<file path="config.mk">
export PLATFORM = sky130hd
export DESIGN_NAME = dct_timer
export DESIGN_NICKNAME = d
export VERILOG_FILES = /design/src/design/dct_timer_pkg.sv /design/src/design/dct_timer.sv
export VERILOG_INCLUDE_DIRS = /design/src /design/src/design
export SDC_FILE = /design/constraint.sdc
export NUM_CORES = 1
export LEC_CHECK = 0
export ABC_AREA = 1
export BUFFER_PORTS_ARGS = -buffer_cell sky130_fd_sc_hd__buf_2
export CAP_MARGIN = 20
export CELL_PAD_IN_SITES_DETAIL_PLACEMENT = 1
export CELL_PAD_IN_SITES_GLOBAL_PLACEMENT = 2
export CORE_MARGIN = 2
export CORE_UTILIZATION = 33
export DETAILED_ROUTE_END_ITERATION = 16
export HOLD_SLACK_MARGIN = 0.02
export PLACE_DENSITY_LB_ADDON = 0.1
export SLEW_MARGIN = 25
export SYNTH_ARGS = -nofsm -noshare
export SYNTH_HDL_FRONTEND = slang
export SYNTH_SLANG_ARGS = --single-unit
</file>
<file path="constraint.sdc">
create_clock -name i_clock -period 2.2 [get_ports i_clock]
set_clock_uncertainty 0.2 [all_clocks]
set_input_delay 0.44 -clock i_clock [delete_from_list [all_inputs] [get_ports i_clock]]
set_output_delay 0.44 -clock i_clock [all_outputs]
set_load 0.03 [all_outputs]
</file>
<file path="src/design/dct_timer_cfg.svh">
// Register map, field positions, reset values and prescaler figures of the dual 8-bit timer
`ifndef DCT_TIMER_CFG_SVH
`define DCT_TIMER_CFG_SVH

// Register addresses
`define DCT_ADDR_SHARED_SERIAL_TIMER_CONTROL 16'hffc3
`define DCT_ADDR_CTL0 16'hffc8
`define DCT_ADDR_CSR0 16'hffc9
`define DCT_ADDR_CA0  16'hffca
`define DCT_ADDR_CB0  16'hffcb
`define DCT_ADDR_CNT0 16'hffcc
`define DCT_ADDR_CTL1 16'hffd0
`define DCT_ADDR_CSR1 16'hffd1
`define DCT_ADDR_CA1  16'hffd2
`define DCT_ADDR_CB1  16'hffd3
`define DCT_ADDR_CNT1 16'hffd4

// Control register fields
`define DCT_BIT_IE_B   7
`define DCT_BIT_IE_A   6
`define DCT_BIT_IE_W   5
`define DCT_CCLR_MSB   4
`define DCT_CCLR_LSB   3
`define DCT_CKS_MSB    2
`define DCT_CKS_LSB    0

// Control/status register fields
`define DCT_FLG_MSB    7
`define DCT_FLG_LSB    5
`define DCT_OSB_MSB    3
`define DCT_OSB_LSB    2
`define DCT_OSA_MSB    1
`define DCT_OSA_LSB    0
`define DCT_RSVD_ONE   1'h1

// Reset values
`define DCT_CTL_RESET  8'h00
`define DCT_CSR_RESET  8'h10
`define DCT_COR_RESET  8'hff
`define DCT_CNT_RESET  8'h00
`define DCT_SHARED_SERIAL_TIMER_CONTROL_RESET 8'h00

// Counter clear modes
`define DCT_CLR_NONE   2'h0
`define DCT_CLR_MA     2'h1
`define DCT_CLR_MB     2'h2
`define DCT_CLR_EXT    2'h3

// Output actions per compare-match
`define DCT_OS_ZERO    2'h1
`define DCT_OS_ONE     2'h2
`define DCT_OS_TOGGLE  2'h3

// Prescaler: width and low-bit masks whose all-ones marks a falling edge of the divided clock
`define DCT_PRESC_W    11
`define DCT_DIV2       11'h001
`define DCT_DIV8       11'h007
`define DCT_DIV32      11'h01f
`define DCT_DIV64      11'h03f
`define DCT_DIV128     11'h07f
`define DCT_DIV256     11'h0ff
`define DCT_DIV1024    11'h3ff
`define DCT_DIV2048    11'h7ff

`endif

</file>
<file path="src/design/dct_timer_pkg.sv">
// Types shared by the dual 8-bit timer
package dct_timer_pkg;
`include "dct_timer_cfg.svh"

    // Counting source decoded from the clock-select field
    typedef enum logic [2:0] {
        DCT_SRC_STOP,
        DCT_SRC_INT,
        DCT_SRC_EXT_RISE,
        DCT_SRC_EXT_FALL,
        DCT_SRC_EXT_BOTH
    } dct_src_e;

    // Whole state of the timer block
    typedef struct packed {
        logic [`DCT_PRESC_W-1:0] presc;     // Free-running prescaler
        logic [7:0]              shared_serial_timer_control;      // Shared serial/timer control
        logic [1:0][7:0]         ctl;       // Channel control registers
        logic [1:0][3:0]         os;        // Output-select bits
        logic [1:0][2:0]         flg;       // {match_b, match_a, wrap} flags
        logic [1:0][2:0]         armed;     // Flag seen set by a read
        logic [1:0][7:0]         ca;        // Time constant A
        logic [1:0][7:0]         cb;        // Time constant B
        logic [1:0][7:0]         cnt;       // Counters
        logic [1:0]              timer_out_pin;       // Timer output levels
        logic [1:0]              ck_s1;     // External clock sync stage 1
        logic [1:0]              ck_s2;     // External clock sync stage 2
        logic [1:0]              ck_s3;     // External clock edge history
        logic [1:0]              rs_s1;     // External reset sync stage 1
        logic [1:0]              rs_s2;     // External reset sync stage 2
        logic [1:0]              rs_s3;     // External reset edge history
        logic [7:0]              rdata;     // Read data register
    } dct_state_s;

endpackage

</file>
<file path="src/design/dct_timer.sv">
// Two-channel 8-bit timer with compare-match, overflow, clear modes and output control
//
// Local design decision: the plain strobed port.
module dct_timer
    import dct_timer_pkg::*;
(
    // Clock and reset
    input  wire logic        i_clock,
    input  wire logic        i_rst_n,
    // Power mode
    input  wire logic        i_standby,
    // Register port
    input  wire logic [15:0] i_addr,
    input  wire logic [7:0]  i_wdata,
    input  wire logic        i_wr,
    input  wire logic        i_rd,
    output logic      [7:0]  o_rdata,
    // Timer pins, one bit per channel
    input  wire logic [1:0]  i_ext_count_clock_pin,
    input  wire logic [1:0]  i_ext_counter_reset_pin,
    output logic      [1:0]  o_timer_out_pin,
    output logic      [1:0]  o_timer_out_en,
    // Interrupt requests, one bit per channel
    output logic      [1:0]  o_match_a_irq,
    output logic      [1:0]  o_match_b_irq,
    output logic      [1:0]  o_wrap_irq
);

    dct_state_s r;      // Registered state
    dct_state_s n;      // Next state

    // Decode the clock-select field into a counting source
    function automatic dct_src_e decode_src(input logic [2:0] cks);
        dct_src_e s;
        s = DCT_SRC_STOP;
        unique case (cks)
            3'h1, 3'h2, 3'h3: s = DCT_SRC_INT;
            3'h5:             s = DCT_SRC_EXT_RISE;
            3'h6:             s = DCT_SRC_EXT_FALL;
            3'h7:             s = DCT_SRC_EXT_BOTH;
            3'h0, 3'h4:       s = DCT_SRC_STOP;
        endcase
        return s;
    endfunction

    // A divided clock falls when all its low prescaler bits are one and roll over
    function automatic logic div_fall(input logic [`DCT_PRESC_W-1:0] p, input logic [`DCT_PRESC_W-1:0] m);
        return (p & m) == m;
    endfunction

    // Pick the divider mask for a channel; the shared bit chooses within each pair
    function automatic logic [`DCT_PRESC_W-1:0] div_mask(input logic ch, input logic [1:0] cks, input logic pick);
        logic [`DCT_PRESC_W-1:0] m;
        m = `DCT_DIV8;
        unique case (cks)
            2'h1: m = pick ? `DCT_DIV2 : `DCT_DIV8;
            2'h2: m = pick ? (ch ? `DCT_DIV128 : `DCT_DIV32) : `DCT_DIV64;
            2'h3: m = pick ? (ch ? `DCT_DIV2048 : `DCT_DIV256) : `DCT_DIV1024;
            2'h0: m = `DCT_DIV8;                        // Unused: source is stopped
        endcase
        return m;
    endfunction

    // Next-state logic for both channels and the register port
    always_comb begin
        logic [15:0] a_ctl;     // Per-channel addresses
        logic [15:0] a_csr;
        logic [15:0] a_ca;
        logic [15:0] a_cb;
        logic [15:0] a_cnt;
        logic        tick;      // Count pulse this cycle
        logic        ma;        // Compare-match A event
        logic        mb;        // Compare-match B event
        logic        ext_rst;   // Rising edge of external reset
        logic        clr;       // Counter clear request
        logic        wrap;      // Counter rolls from ff to 00
        logic [2:0]  set;       // Flag set events {b, a, wrap}
        logic [1:0]  osa;       // Action on match A
        logic [1:0]  osb;       // Action on match B
        logic [7:0]  rd_val;    // Read mux
        dct_src_e    src;

        n       = r;
        a_ctl   = 16'h0000;
        a_csr   = 16'h0000;
        a_ca    = 16'h0000;
        a_cb    = 16'h0000;
        a_cnt   = 16'h0000;
        tick    = 1'b0;
        ma      = 1'b0;
        mb      = 1'b0;
        ext_rst = 1'b0;
        clr     = 1'b0;
        wrap    = 1'b0;
        set     = 3'h0;
        osa     = 2'h0;
        osb     = 2'h0;
        rd_val  = 8'h00;
        src     = DCT_SRC_STOP;

        // Prescaler runs from the system clock at all times outside standby, which holds it at zero
        n.presc = r.presc + `DCT_PRESC_W'(1);

        // Pins pass two flip-flops before any edge logic looks at them
        n.ck_s1 = i_ext_count_clock_pin;
        n.ck_s2 = r.ck_s1;
        n.ck_s3 = r.ck_s2;
        n.rs_s1 = i_ext_counter_reset_pin;
        n.rs_s2 = r.rs_s1;
        n.rs_s3 = r.rs_s2;

        // Shared control register serves both channels
        if (i_wr && i_addr == `DCT_ADDR_SHARED_SERIAL_TIMER_CONTROL) begin
            n.shared_serial_timer_control = i_wdata;
        end
        if (i_addr == `DCT_ADDR_SHARED_SERIAL_TIMER_CONTROL) begin
            rd_val = r.shared_serial_timer_control;
        end

        for (int ch = 0; ch < 2; ch++) begin
            // Channel register addresses
            a_ctl = (ch == 1) ? `DCT_ADDR_CTL1 : `DCT_ADDR_CTL0;
            a_csr = (ch == 1) ? `DCT_ADDR_CSR1 : `DCT_ADDR_CSR0;
            a_ca  = (ch == 1) ? `DCT_ADDR_CA1  : `DCT_ADDR_CA0;
            a_cb  = (ch == 1) ? `DCT_ADDR_CB1  : `DCT_ADDR_CB0;
            a_cnt = (ch == 1) ? `DCT_ADDR_CNT1 : `DCT_ADDR_CNT0;

            // Count pulse from the selected source
            src = decode_src(r.ctl[ch][`DCT_CKS_MSB:`DCT_CKS_LSB]);
            unique case (src)
                DCT_SRC_INT: begin
                    tick = div_fall(r.presc, div_mask(1'(ch), r.ctl[ch][1:0], r.shared_serial_timer_control[ch]));
                end
                DCT_SRC_EXT_RISE: begin
                    tick = r.ck_s2[ch] & ~r.ck_s3[ch];
                end
                DCT_SRC_EXT_FALL: begin
                    tick = ~r.ck_s2[ch] & r.ck_s3[ch];
                end
                DCT_SRC_EXT_BOTH: begin
                    tick = r.ck_s2[ch] ^ r.ck_s3[ch];
                end
                DCT_SRC_STOP: begin
                    tick = 1'b0;
                end
            endcase

            // Compare on each count pulse; a write to the constant masks its match
            ma = tick && (r.cnt[ch] == r.ca[ch]) && !(i_wr && i_addr == a_ca);
            mb = tick && (r.cnt[ch] == r.cb[ch]) && !(i_wr && i_addr == a_cb);

            // Counter clear source
            ext_rst = r.rs_s2[ch] & ~r.rs_s3[ch];
            unique case (r.ctl[ch][`DCT_CCLR_MSB:`DCT_CCLR_LSB])
                `DCT_CLR_NONE: clr = 1'b0;
                `DCT_CLR_MA:   clr = ma;
                `DCT_CLR_MB:   clr = mb;
                `DCT_CLR_EXT:  clr = ext_rst;
            endcase

            // Counter: clear beats a CPU write, a CPU write beats a count
            wrap = 1'b0;
            if (clr) begin
                n.cnt[ch] = `DCT_CNT_RESET;
            end else if (i_wr && i_addr == a_cnt) begin
                n.cnt[ch] = i_wdata;
            end else if (tick) begin
                n.cnt[ch] = r.cnt[ch] + 8'h01;
                wrap      = (r.cnt[ch] == 8'hff);
            end

            // Control and constant writes
            if (i_wr && i_addr == a_ctl) begin
                n.ctl[ch] = i_wdata;
            end
            if (i_wr && i_addr == a_ca) begin
                n.ca[ch] = i_wdata;
            end
            if (i_wr && i_addr == a_cb) begin
                n.cb[ch] = i_wdata;
            end

            // Reading the status register arms every flag that is set at that moment
            if (i_rd && i_addr == a_csr) begin
                n.armed[ch] = r.armed[ch] | r.flg[ch];
            end

            // Status write: zero clears an armed flag, one is ignored, bit 4 is fixed
            if (i_wr && i_addr == a_csr) begin
                n.os[ch] = i_wdata[`DCT_OSA_MSB+2:`DCT_OSA_LSB];
                n.flg[ch] = r.flg[ch] & ~(~i_wdata[`DCT_FLG_MSB:`DCT_FLG_LSB] & r.armed[ch]);
                n.armed[ch] = 3'h0;
            end

            // Hardware events win over a clear in the same cycle
            set = {mb, ma, wrap};
            n.flg[ch] = n.flg[ch] | set;

            // Output action: toggle beats one, one beats zero
            osa = r.os[ch][`DCT_OSA_MSB:`DCT_OSA_LSB];
            osb = r.os[ch][`DCT_OSB_MSB:`DCT_OSB_LSB];
            if ((ma && osa == `DCT_OS_TOGGLE) || (mb && osb == `DCT_OS_TOGGLE)) begin
                n.timer_out_pin[ch] = ~r.timer_out_pin[ch];
            end else if ((ma && osa == `DCT_OS_ONE) || (mb && osb == `DCT_OS_ONE)) begin
                n.timer_out_pin[ch] = 1'b1;
            end else if ((ma && osa == `DCT_OS_ZERO) || (mb && osb == `DCT_OS_ZERO)) begin
                n.timer_out_pin[ch] = 1'b0;
            end

            // Read mux for this channel
            if (i_addr == a_ctl) begin
                rd_val = r.ctl[ch];
            end else if (i_addr == a_csr) begin
                rd_val = {r.flg[ch], `DCT_RSVD_ONE, r.os[ch]};
            end else if (i_addr == a_ca) begin
                rd_val = r.ca[ch];
            end else if (i_addr == a_cb) begin
                rd_val = r.cb[ch];
            end else if (i_addr == a_cnt) begin
                rd_val = r.cnt[ch];
            end
        end

        // Read data stand only in the cycle after the read strobe; unmapped reads give zero
        n.rdata = i_rd ? rd_val : 8'h00;

        // Standby holds every register except read data and pin synchronisers at reset values; writes are lost meanwhile
        if (i_standby) begin
            n.presc = '0;
            n.shared_serial_timer_control  = `DCT_SHARED_SERIAL_TIMER_CONTROL_RESET;
            n.ctl   = {2{`DCT_CTL_RESET}};
            n.os    = '0;
            n.flg   = '0;
            n.armed = '0;
            n.ca    = {2{`DCT_COR_RESET}};
            n.cb    = {2{`DCT_COR_RESET}};
            n.cnt   = {2{`DCT_CNT_RESET}};
            n.timer_out_pin   = '0;
        end
    end

    // State register; asynchronous reset loads only constants
    always_ff @(posedge i_clock or negedge i_rst_n) begin
        if (!i_rst_n) begin
            r      <= '0;
            r.shared_serial_timer_control <= `DCT_SHARED_SERIAL_TIMER_CONTROL_RESET;
            r.ctl  <= {2{`DCT_CTL_RESET}};
            r.ca   <= {2{`DCT_COR_RESET}};
            r.cb   <= {2{`DCT_COR_RESET}};
            r.cnt  <= {2{`DCT_CNT_RESET}};
        end else begin
            r <= n;
        end
    end

    // Outputs: data from flip-flops, interrupt levels from flag and enable
    always_comb begin
        o_rdata         = r.rdata;
        o_timer_out_pin = r.timer_out_pin;
        for (int ch = 0; ch < 2; ch++) begin
            // Output function is off while all four select bits are zero
            o_timer_out_en[ch] = |r.os[ch];
            o_match_b_irq[ch]  = r.flg[ch][2] & r.ctl[ch][`DCT_BIT_IE_B];
            o_match_a_irq[ch]  = r.flg[ch][1] & r.ctl[ch][`DCT_BIT_IE_A];
            o_wrap_irq[ch]     = r.flg[ch][0] & r.ctl[ch][`DCT_BIT_IE_W];
        end
    end

endmodule

</file>
==> impl_metrics.py, run 1 <==
metrics = {
    "global_routing": {
        "grt_pass1_wl_um": 45400,
        "grt_overflow": 0,
        "use_met3_pct": 2.77,
        "grt_pass1_vias": 7795,
        "use_met1_pct": 34.4,
        "grt_util_met2_pct": 41.6,
        "track_usage_pct": 24.8,
        "antenna_found_initial": 0,
        "grt.busiest_layer": "met2",
        "grt_max_degree": 49,
    },
    "sta": {
        "period_needed_ns": 2.29,
        "relSlewSlack_pct": 65.6,
        "drv_slew": 0,
        "final-hold-violation-count": 0,
        "worstMarginPinSlew_ns": 0.514,
        "fin_ws_ns": -0.0867,
        "setup_violations": 17,
        "fin_crit_sh_pct": 104,
        "fmax_ghz": 0.437,
        "grt_setup_unrepaired": "true",
    },
    "logic_synthesis": {
        "synth.avg_cell_area_um2": 7.56,
        "synth-edff-count": 0,
        "synth_nets": 1065,
        "synth_cell_types": 52,
        "synth_cells": 1019,
        "synth_area_leader_cell": "dfrtp_1",
        "ys_seq_elements": 125,
        "yosysWarningCount": 0,
        "synth.top_cells.by_area": "dfrtp_1 (30%), nand2_1 (12%), dfstp_2 (11%)",
        "ys.flop_type": "dfrtp_1",
        "ys_seq_area_share_pct": 41.1,
        "synth_top_area_share_pct": 30.2,
        "syn_area_um2": 7700,
        "async_flop_share_pct": 100,
    },
    "hold_path": {
        "min_path_type": "in2reg",
        "holdPathStages": 3,
    },
    "setup_path": {
        "ff2ff_setup_slack_ns": -0.09,
        "crit_type": "reg2reg",
        "max_stage_delay_ns": 0.45,
        "critPathCapture": "r[37]",
        "critPathArrivalTime_ns": 2.41,
        "r2r_start": "r[99]",
        "worst_path_max_delay_cell": "dfrtp_2",
        "end_kind": "register",
        "startpoint": "r[99]",
        "cp_top_family": "simple AND/OR/NAND/NOR gates",
        "cp.required_ns": 2.33,
        "path_depth": 14,
        "reg2reg_to": "r[37]",
        "cp_cell_sequence": "ha_4, nor2_4, inv_2, nor2_2, o211ai_1, nand2_1, inv_2, nand2_4, nand2_2, o21bai_1, nand2_2, clkbuf_16, nand4_1, nand2_1",
        "critPathBufInv": 3,
        "reg2regPathDepth": 14,
        "worstSetupStartpointType": "register",
        "cp_max_fo": 6,
    },
    "placement": {
        "dp_hpwl_um": 22100,
        "dp_cells": 1490,
        "pre_cts_ws_ns": -0.370,
        "gp_congestion": 0.859,
        "port-buffer-count": 50,
    },
    "floorplan": {
        "die_w_um": 157,
        "io_pins": 51,
        "die_height_um": 157,
        "rows": 55,
        "die_area_um2": 24600,
        "core_area_um2": 22800,
        "initial_core_util_pct": 33.8,
    },
    "cts": {
        "cts_tree": "built",
        "clock_path_buffers": 2,
        "clock_latency_ns": 0.43,
        "path_clk_slew_ns": 0.07,
        "cts_buffers": 17,
        "clockRootBuffer": "clkbuf_16",
        "cts_htree_levels": 4,
        "cts_sinks": 125,
    },
    "power": {
        "power_density_nw_per_um2": 644,
        "ir_worst_vdd_mv": 0.365,
        "p_leak_nw": 5.00,
    },
    "detailed_routing": {
        "num_vias": 7470,
        "drt_iter0_markers": 457,
        "wl_um": 29300,
        "route.detailed.drc": 0,
        "routed_via_density": 4.84,
        "drt-wirelength-per-cell_um": 19.0,
        "firstDrtPassIters": 5,
        "ant_nets": 0,
    },
    "finish": {
        "layout_common_cells": "nand2_1 (225), buf_4 (140), nor2_1 (117)",
        "final_cells": 1543,
        "fin_nets": 1263,
        "antenna_cells": 0,
        "area_growth_syn_to_layout_pct": 35.0,
        "drive_gt1_share_pct": 32.5,
        "final_common_cell": "nand2_1",
    },
    "flow_run": {
        "max_cap_viol_count": 0,
    },
    "run_status": {
        "failed_checks": "negative setup slack",
        "status": "complete, but fails checks",
    },
}
-- kinds of logic (layout without fill, tap and decap cells) --
group | after synthesis | count (layout) | synth area share [%]
compound gates | 188 | 188 | 13.4
xor+xnor | 36 | 36 | 4.09
fa+ha+maj | 13 | 13 | 2.11
buf+inv | 159 | 369 | 9.36
flops | 125 | 125 | 41.1
simple gates | 498 | 499 | 30.0
-- worst min path at each step --
| stage | start | endpoint | slack (ns) |
|---|---|---|---|
| finish | i_wdata[0] | r[54] | 0.15 |
| global route | i_wdata[0] | r[62] | 0.15 |
| CTS | i_rd | o_rdata[7] | 0.14 |
| detailed placement | n[17] | n[15] | 0.14 |
| global placement | n[16] | n[14] | 0.13 |
| floorplan | i_rst_n | n[10] | -0.06 |
-- routing by layer --
| layer | part of all wire, % | vias up | wire, µm |
|---|---|---|---|
| met2 | 48 | 96 | 14000 |
| met4 | 0.92 | 0 | 268 |
| met5 | 0 | - | 0 |
| met3 | 2.6 | 19 | 766 |
| met1 | 48 | 3677 | 14200 |
| li1 | - | 3678 | - |
-- worst reg2reg max path, stage by stage (launching register included) --
cell and delay (ns):
dfrtp_2 0.45, ha_4 0.26, nor2_4 0.11, inv_2 0.05
nor2_2 0.07, o211ai_1 0.08, nand2_1 0.09, inv_2 0.05
nand2_4 0.11, nand2_2 0.07, o21bai_1 0.17, nand2_2 0.15
clkbuf_16 0.21, nand4_1 0.07, nand2_1 0.05
-- synth_stat cells, types with 3 or more instances --
master,number
a21oi_1,84
a21oi_2,4
buf_2,13
buf_4,11
buf_6,7
clkbuf_1,7
dfrtp_1,93
dfstp_2,32
ha_1,13
inv_1,103
inv_2,11
inv_4,3
nand2_1,238
nand2_2,10
nand2_4,6
nand3_1,43
nand3_4,3
nand3b_1,4
nand4_1,29
nor2_1,126
nor2_2,8
nor2_4,7
nor3_1,11
o21ai_0,57
o21ai_1,19
o21ai_2,3
o22ai_1,4
o31ai_1,6
or2_2,3
xnor2_1,21
xor2_1,15
-- sequential cells by signal, summed over array words and instances, names as in the netlist --
| register | count |
|---|---|
| o_timer_out_pin | 2 |
| n | 8 |
| o_rdata | 8 |
| r | 107 |
-- through the flow --
stage	util [%]	total power [mW]	area, µm²	setup TNS [ns]	hold WS [ns]
global placement	41.0	3.69	9340	-4.17	0.132
CTS	44.4	6.69	10100	-0.608	0.137
global route	45.6	6.99	10400	-3.53	0.154
detailed placement	41.0	3.71	9340	-5.12	0.136
finish	45.6	6.69	10400	-0.854	0.153
floorplan	-	3.18	7710	0	-0.0556
-- where the power goes --
| group | internal (mW) | switching, mW | leakage, nW |
|---|---|---|---|
| Combinational | 0.504 | 0.649 | 3.16 |
| Sequential | 2.48 | 0.169 | 1.56 |
| Clock | 1.70 | 1.19 | 0.276 |
-- timing repair --
item | 4_1_cts | 5_1_grt
endpoints found under the hold margin | 29 | 0
pin swaps | 16 | 25
gates resized for setup | 30 | 55
hold buffers | 5 | 0
buffers inserted | 5 | 8
setup endpoints to repair | 20 | 26
gates cloned | 1 | 2
-- layout make-up --
class | instances | area [µm²]
repair buffers | 215 | 1700
well taps | 313 | 392
repair inverters | 1 | 5.00
clock buffers | 19 | 443
inverters | 121 | 472
flip-flops and latches | 125 | 3170
multi-input cells | 736 | 4070
fillers | 2818 | 12400
clock inverters | 13 | 140
(Power assumes the default switching activity.)
==> run 2, diff against run 1 <==
Settings changed: PLACE_DENSITY set to 0.77, PLACE_DENSITY_LB_ADDON 0.1 to not set.
==> run 2 against run 1 <==
Effect of this change:
- the flow still finishes with violations (negative setup slack)
- final cell count fell by 0.52%
- first-iteration DRC count decreased by 9.4%
- global-route usage grew 0.42 points
- sequential share of layout area rose by 0.33 points
==> impl_metrics.py, run 2 (synthesized netlist as in run 1, its figures left out) <==
metrics = {
    "run_status": {
        "status": "complete, but fails checks",
        "failed_checks": "negative setup slack",
    },
    "setup_path": {
        "critPathArrivalTime_ns": 2.41,
        "end_kind": "register",
        "reg2regPathDepth": 10,
        "cp_max_fo": 8,
        "cp.required_ns": 2.31,
        "worstSetupStartpointType": "register",
        "crit_type": "reg2reg",
    },
    "power": {
        "ir_worst_vdd_mv": 0.474,
        "share_seq_of_total_power_pct": 38.8,
        "p_leak_nw": 4.95,
        "p_int_mw": 4.81,
        "p_clk_share_pct": 44.7,
        "power_density_nw_per_um2": 664,
        "finalPower_mw": 6.83,
        "p_switching_mw": 2.03,
        "share_comb_of_total_power_pct": 16.5,
        "p_sw_share_pct": 29.7,
    },
    "finish": {
        "final_cells": 1535,
        "max_flop_register": "r",
        "final_common_cell": "nand2_1",
        "drive_gt1_share_pct": 31.8,
        "fill_cells": 2788,
        "largest_reg_flops": 107,
        "design_area_um2": 10300,
        "antenna_cells": 0,
        "area_growth_syn_to_layout_pct": 33.5,
        "multiInputGateArea_um2": 4060,
        "seq_area_um2": 3170,
        "layout_common_cells": "nand2_1 (227), buf_4 (136), nor2_1 (121)",
        "fin_nets": 1255,
    },
    "floorplan": {
        "rows": 55,
        "io_pins": 51,
        "die_w_um": 157,
        "die_area_um2": 24600,
        "core_area_um2": 22800,
        "initial_core_util_pct": 33.8,
        "die_height_um": 157,
    },
    "cts": {
        "clock_path_buffers": 2,
        "clock_latency_ns": 0.44,
        "path_clk_slew_ns": 0.06,
        "cts_tree": "built",
        "clockRootBuffer": "clkbuf_16",
        "cts_buffers": 17,
        "cts_sinks": 125,
        "cts_htree_levels": 4,
    },
    "detailed_routing": {
        "ant_nets": 0,
        "drt-wirelength-per-cell_um": 19.1,
        "drt_iter0_markers": 414,
        "firstDrtPassIters": 5,
        "route.detailed.drc": 0,
        "num_vias": 7544,
        "routed_via_density": 4.91,
        "wl_um": 29300,
    },
    "placement": {
        "dp_hpwl_um": 22200,
        "dpl_cell_area_um2": 9270,
        "port-buffer-count": 50,
        "dp_cells": 1488,
        "gp_congestion": 0.874,
    },
    "sta": {
        "drv_slew": 0,
        "grt_setup_unrepaired": "true",
        "fin_ws_ns": -0.0958,
        "fin_crit_sh_pct": 104,
        "period_needed_ns": 2.30,
        "fmax_ghz": 0.436,
        "relSlewSlack_pct": 66.1,
        "worstMarginPinSlew_ns": 0.508,
        "final-hold-violation-count": 0,
        "whs_ns": 0.146,
        "setup_violations": 19,
    },
    "flow_run": {
        "max_cap_viol_count": 0,
    },
    "global_routing": {
        "grt_max_degree": 48,
        "antenna_found_initial": 0,
        "grt_pass1_wl_um": 46400,
        "grt_overflow": 0,
        "grt_pass1_vias": 8000,
        "track_usage_pct": 25.2,
    },
    "hold_path": {
        "min_path_type": "in2reg",
        "holdPathStages": 3,
    },
}
-- run 2: path summary, 6_finish.rpt --
kind / from / endpoint / slack, ns
worst max register to register: r[90] / r[76] / -0.1
max in group asynchronous: i_rst_n / r[99] / 0.84
min in group asynchronous: i_rst_n / r[14] / 0.32
worst max-delay path: r[90] / r[76] / -0.1
worst min register to register: n[16] / n[14] / 0.15
worst min-delay path: i_rd / o_rdata[5] / 0.15
-- run 2: layout make-up --
type / count / share of cell area (%)
Clock buffer: 19 / 4.40
Sequential cell: 125 / 30.8
Clock inverter: 13 / 1.59
Multi-Input combinational cell: 736 / 39.5
Tap cell: 313 / 3.81
Inverter: 121 / 4.59
Timing Repair Buffer: 207 / 15.3
Timing Repair inverter: 1 / 0.0487
-- run 2: per-layer routing --
metal | vias to the layer above | GRT usage, % | share of wire, % | wire [µm]
li1 | 3670 | - | - | -
met1 | 3706 | 34.2 | 47 | 13900
met2 | 131 | 41.3 | 47 | 13800
met3 | 37 | 3.93 | 3.4 | 999
met4 | 0 | 7.82 | 2.2 | 641
met5 | - | 0 | 0 | 0
-- run 2: power by group through the flow --
stage          logic (mW)  registers [mW]  clock network (mW)
4_1_cts              1.10            2.65                3.11
5_1_grt              1.25            2.67                3.19
6_report             1.12            2.65                3.06
2_1_floorplan       0.564            2.62                   0
3_5_place_dp         1.02            2.69                   0
3_3_place_gp         1.00            2.68                   0
-- run 2: critical path: stages, from the launching register on --
cell and delay, ns:
dfrtp_1 0.41, inv_2 0.10, ha_4 0.20, or2_4 0.24, nand2_1 0.06, nand3b_1 0.07, or2_4 0.25, nand2_4 0.10
nand4_1 0.23, nand2_4 0.23, o21ai_1 0.08
-- run 2: timing repair --
item | CTS | global route
cloned | 3 | 0
hold endpoints to repair | 14 | 0
setup endpoints to repair | 21 | 23
hold buffers | 5 | 0
resized for setup | 48 | 30
pin swaps | 24 | 22
setup buffers | 5 | 2
-- run 2: stage by stage --
| stage | utilization [%] | setup slack [ns] | TNS (ns) |
|---|---|---|---|
| final | 45.2 | -0.0958 | -0.936 |
| after global placement | 40.7 | -0.233 | -2.94 |
| after CTS | 44.6 | -0.0611 | -0.598 |
| after global routing | 45.2 | -0.208 | -3.37 |
| after floorplan | - | 0.00407 | 0 |
| after detailed placement | 40.7 | -0.248 | -4.35 |
==> run 3, diff against run 2 <==
Settings changed: CELL_PAD_IN_SITES_DETAIL_PLACEMENT 1 to 0, CELL_PAD_IN_SITES_GLOBAL_PLACEMENT 2 to 1, CORE_UTILIZATION 33 to 41.
==> run 3 against run 2 <==
Effect of this change:
- the run still ends with negative setup slack left
- combinational power shrank 6%
- sequential power about the same
- wire length down 13%
- global-route usage up 0.90 points
- critical path type unchanged
- largest cell class unchanged
==> impl_metrics.py, run 3 (synthesized netlist as in run 1, its figures left out) <==
metrics = {
    "placement": {
        "dp_cells": 1392,
        "dpl_cell_area_um2": 9060,
        "port-buffer-count": 50,
        "pre_cts_ws_ns": -0.280,
        "dp_hpwl_um": 18800,
        "gp_congestion": 0.990,
    },
    "floorplan": {
        "core_area_um2": 18600,
        "initial_core_util_pct": 41.5,
        "io_pins": 51,
        "die_height_um": 141,
        "die_area_um2": 19900,
        "rows": 50,
        "die_w_um": 141,
    },
    "detailed_routing": {
        "ant_nets": 0,
        "route.detailed.drc": 0,
        "drt-wirelength-per-cell_um": 17.6,
        "num_vias": 7379,
        "firstDrtPassIters": 6,
        "drt_iter0_markers": 753,
        "routed_via_density": 5.12,
        "wl_um": 25400,
    },
    "cts": {
        "clockRootBuffer": "clkbuf_16",
        "clock_latency_ns": 0.44,
        "path_clk_slew_ns": 0.06,
        "clock_path_buffers": 2,
        "cts_sinks": 125,
        "cts_tree": "built",
        "cts_buffers": 17,
        "cts_htree_levels": 4,
    },
    "hold_path": {
        "hold_path_end": "r[107]",
        "min_path_type": "in2reg",
        "holdPathStages": 3,
        "hold_start": "i_wdata[1]",
    },
    "power": {
        "p_leak_nw": 4.90,
        "finalPower_mw": 6.40,
        "ir_worst_vdd_mv": 0.611,
        "share_comb_of_total_power_pct": 16.4,
        "p_switching_mw": 1.90,
        "power_density_nw_per_um2": 637,
        "p_int_mw": 4.50,
        "share_seq_of_total_power_pct": 41.6,
        "p_sw_share_pct": 29.6,
        "p_clk_share_pct": 42.1,
    },
    "global_routing": {
        "grt_pass1_vias": 7053,
        "grt_max_degree": 51,
        "grt_pass1_wl_um": 39100,
        "antenna_found_initial": 0,
        "track_usage_pct": 26.1,
        "grt_overflow": 0,
    },
    "sta": {
        "setup_violations": 14,
        "period_needed_ns": 2.25,
        "final-hold-violation-count": 0,
        "whs_ns": 0.123,
        "fin_crit_sh_pct": 102,
        "setup_tns_ns": -0.239,
        "relSlewSlack_pct": 37.6,
        "fmax_ghz": 0.444,
        "fin_ws_ns": -0.0525,
        "drv_slew": 0,
        "worstMarginPinSlew_ns": 0.932,
        "grt_setup_unrepaired": "true",
    },
    "finish": {
        "largest_reg_flops": 107,
        "fin_nets": 1240,
        "layout_common_cells": "nand2_1 (224), buf_4 (123), nor2_1 (118)",
        "area_growth_syn_to_layout_pct": 30.3,
        "final_common_cell": "nand2_1",
        "multiInputGateArea_um2": 4070,
        "seq_area_um2": 3170,
        "drive_gt1_share_pct": 30.9,
        "design_area_um2": 10000,
        "fill_cells": 1804,
        "final_cells": 1441,
        "final_util_pct": 54.0,
        "antenna_cells": 0,
        "max_flop_register": "r",
    },
    "run_status": {
        "failed_checks": "negative setup slack",
        "status": "complete, but fails checks",
    },
    "setup_path": {
        "cp.required_ns": 2.32,
        "worstSetupStartpointType": "register",
        "reg2reg_to": "r[37]",
        "ff2ff_setup_slack_ns": -0.05,
        "end_kind": "register",
        "reg2regPathDepth": 14,
        "r2r_start": "r[99]",
        "crit_type": "reg2reg",
        "cp_max_fo": 6,
        "critPathArrivalTime_ns": 2.37,
    },
    "flow_run": {
        "max_cap_viol_count": 0,
    },
}
run 3: changes by cell type in the layout (fill, tap and decap cells not counted), sizes merged:
cell and delta:
clkinv +3, clkinvlp -5, nand2 +1, bufinv -3
clkbuf +1, buf -15, inv +4, nand3 -1
run 3: metal layers:
metal	vias up	GRT usage, %	share of wire (%)
met5	-	0	0
met2	231	41.3	46
met4	0	10.3	3.2
li1	3637	-	-
met3	53	4.42	5.7
met1	3458	35.8	45
run 3: worst max-delay path by stage:
stage               startpoint         end  slack [ns]  depth (start not counted)
finish                   r[99]       r[37]       -0.05                         14
global route             r[91]       r[22]       -0.17                          9
CTS                      r[98]       r[32]      -0.007                         14
detailed placement   i_addr[5]  o_rdata[3]       -0.28                         16
global placement     i_addr[5]  o_rdata[3]       -0.29                         16
floorplan                r[98]       r[32]       0.004                         15
run 3: area by class of cell:
| cell class | count | share of cell area [%] |
|---|---|---|
| clock inverter | 12 | 0.823 |
| inverter | 121 | 4.70 |
| tap | 234 | 2.92 |
| timing repair buffer | 192 | 14.5 |
| timing repair inverter | 1 | 0.112 |
| multi-input combinational | 736 | 40.6 |
| clock buffer | 20 | 4.76 |
| sequential | 125 | 31.6 |
run 3: critical path, stage by stage, from the launching register on:
cell and delay [ns]:
dfrtp_2 0.44, ha_4 0.30, nor2_4 0.04, inv_1 0.09, nor2_1 0.05, o211ai_1 0.09, nand2_1 0.08, inv_2 0.07
nand2_4 0.09, buf_6 0.15, nor2_4 0.16, clkinv_4 0.11, buf_6 0.13, nand4_1 0.08, nand2_1 0.06
run 3: timing repair:
action / CTS / global route
buffers inserted: 6 / 4
setup endpoints to repair: 20 / 22
cloned: 2 / 0
resized for setup: 27 / 58
hold buffers: 5 / 0
hold endpoints to repair: 38 / 0
pin swaps: 14 / 32
run 3: power groups by stage:
stage          sequential (mW)  clock, mW  combinational [mW]
3_5_place_dp              2.69          0               0.925
3_3_place_gp              2.69          0               0.914
5_1_grt                   2.68       2.81                1.16
6_report                  2.66       2.69                1.05
4_1_cts                   2.65       2.75               0.978
2_1_floorplan             2.62          0               0.564
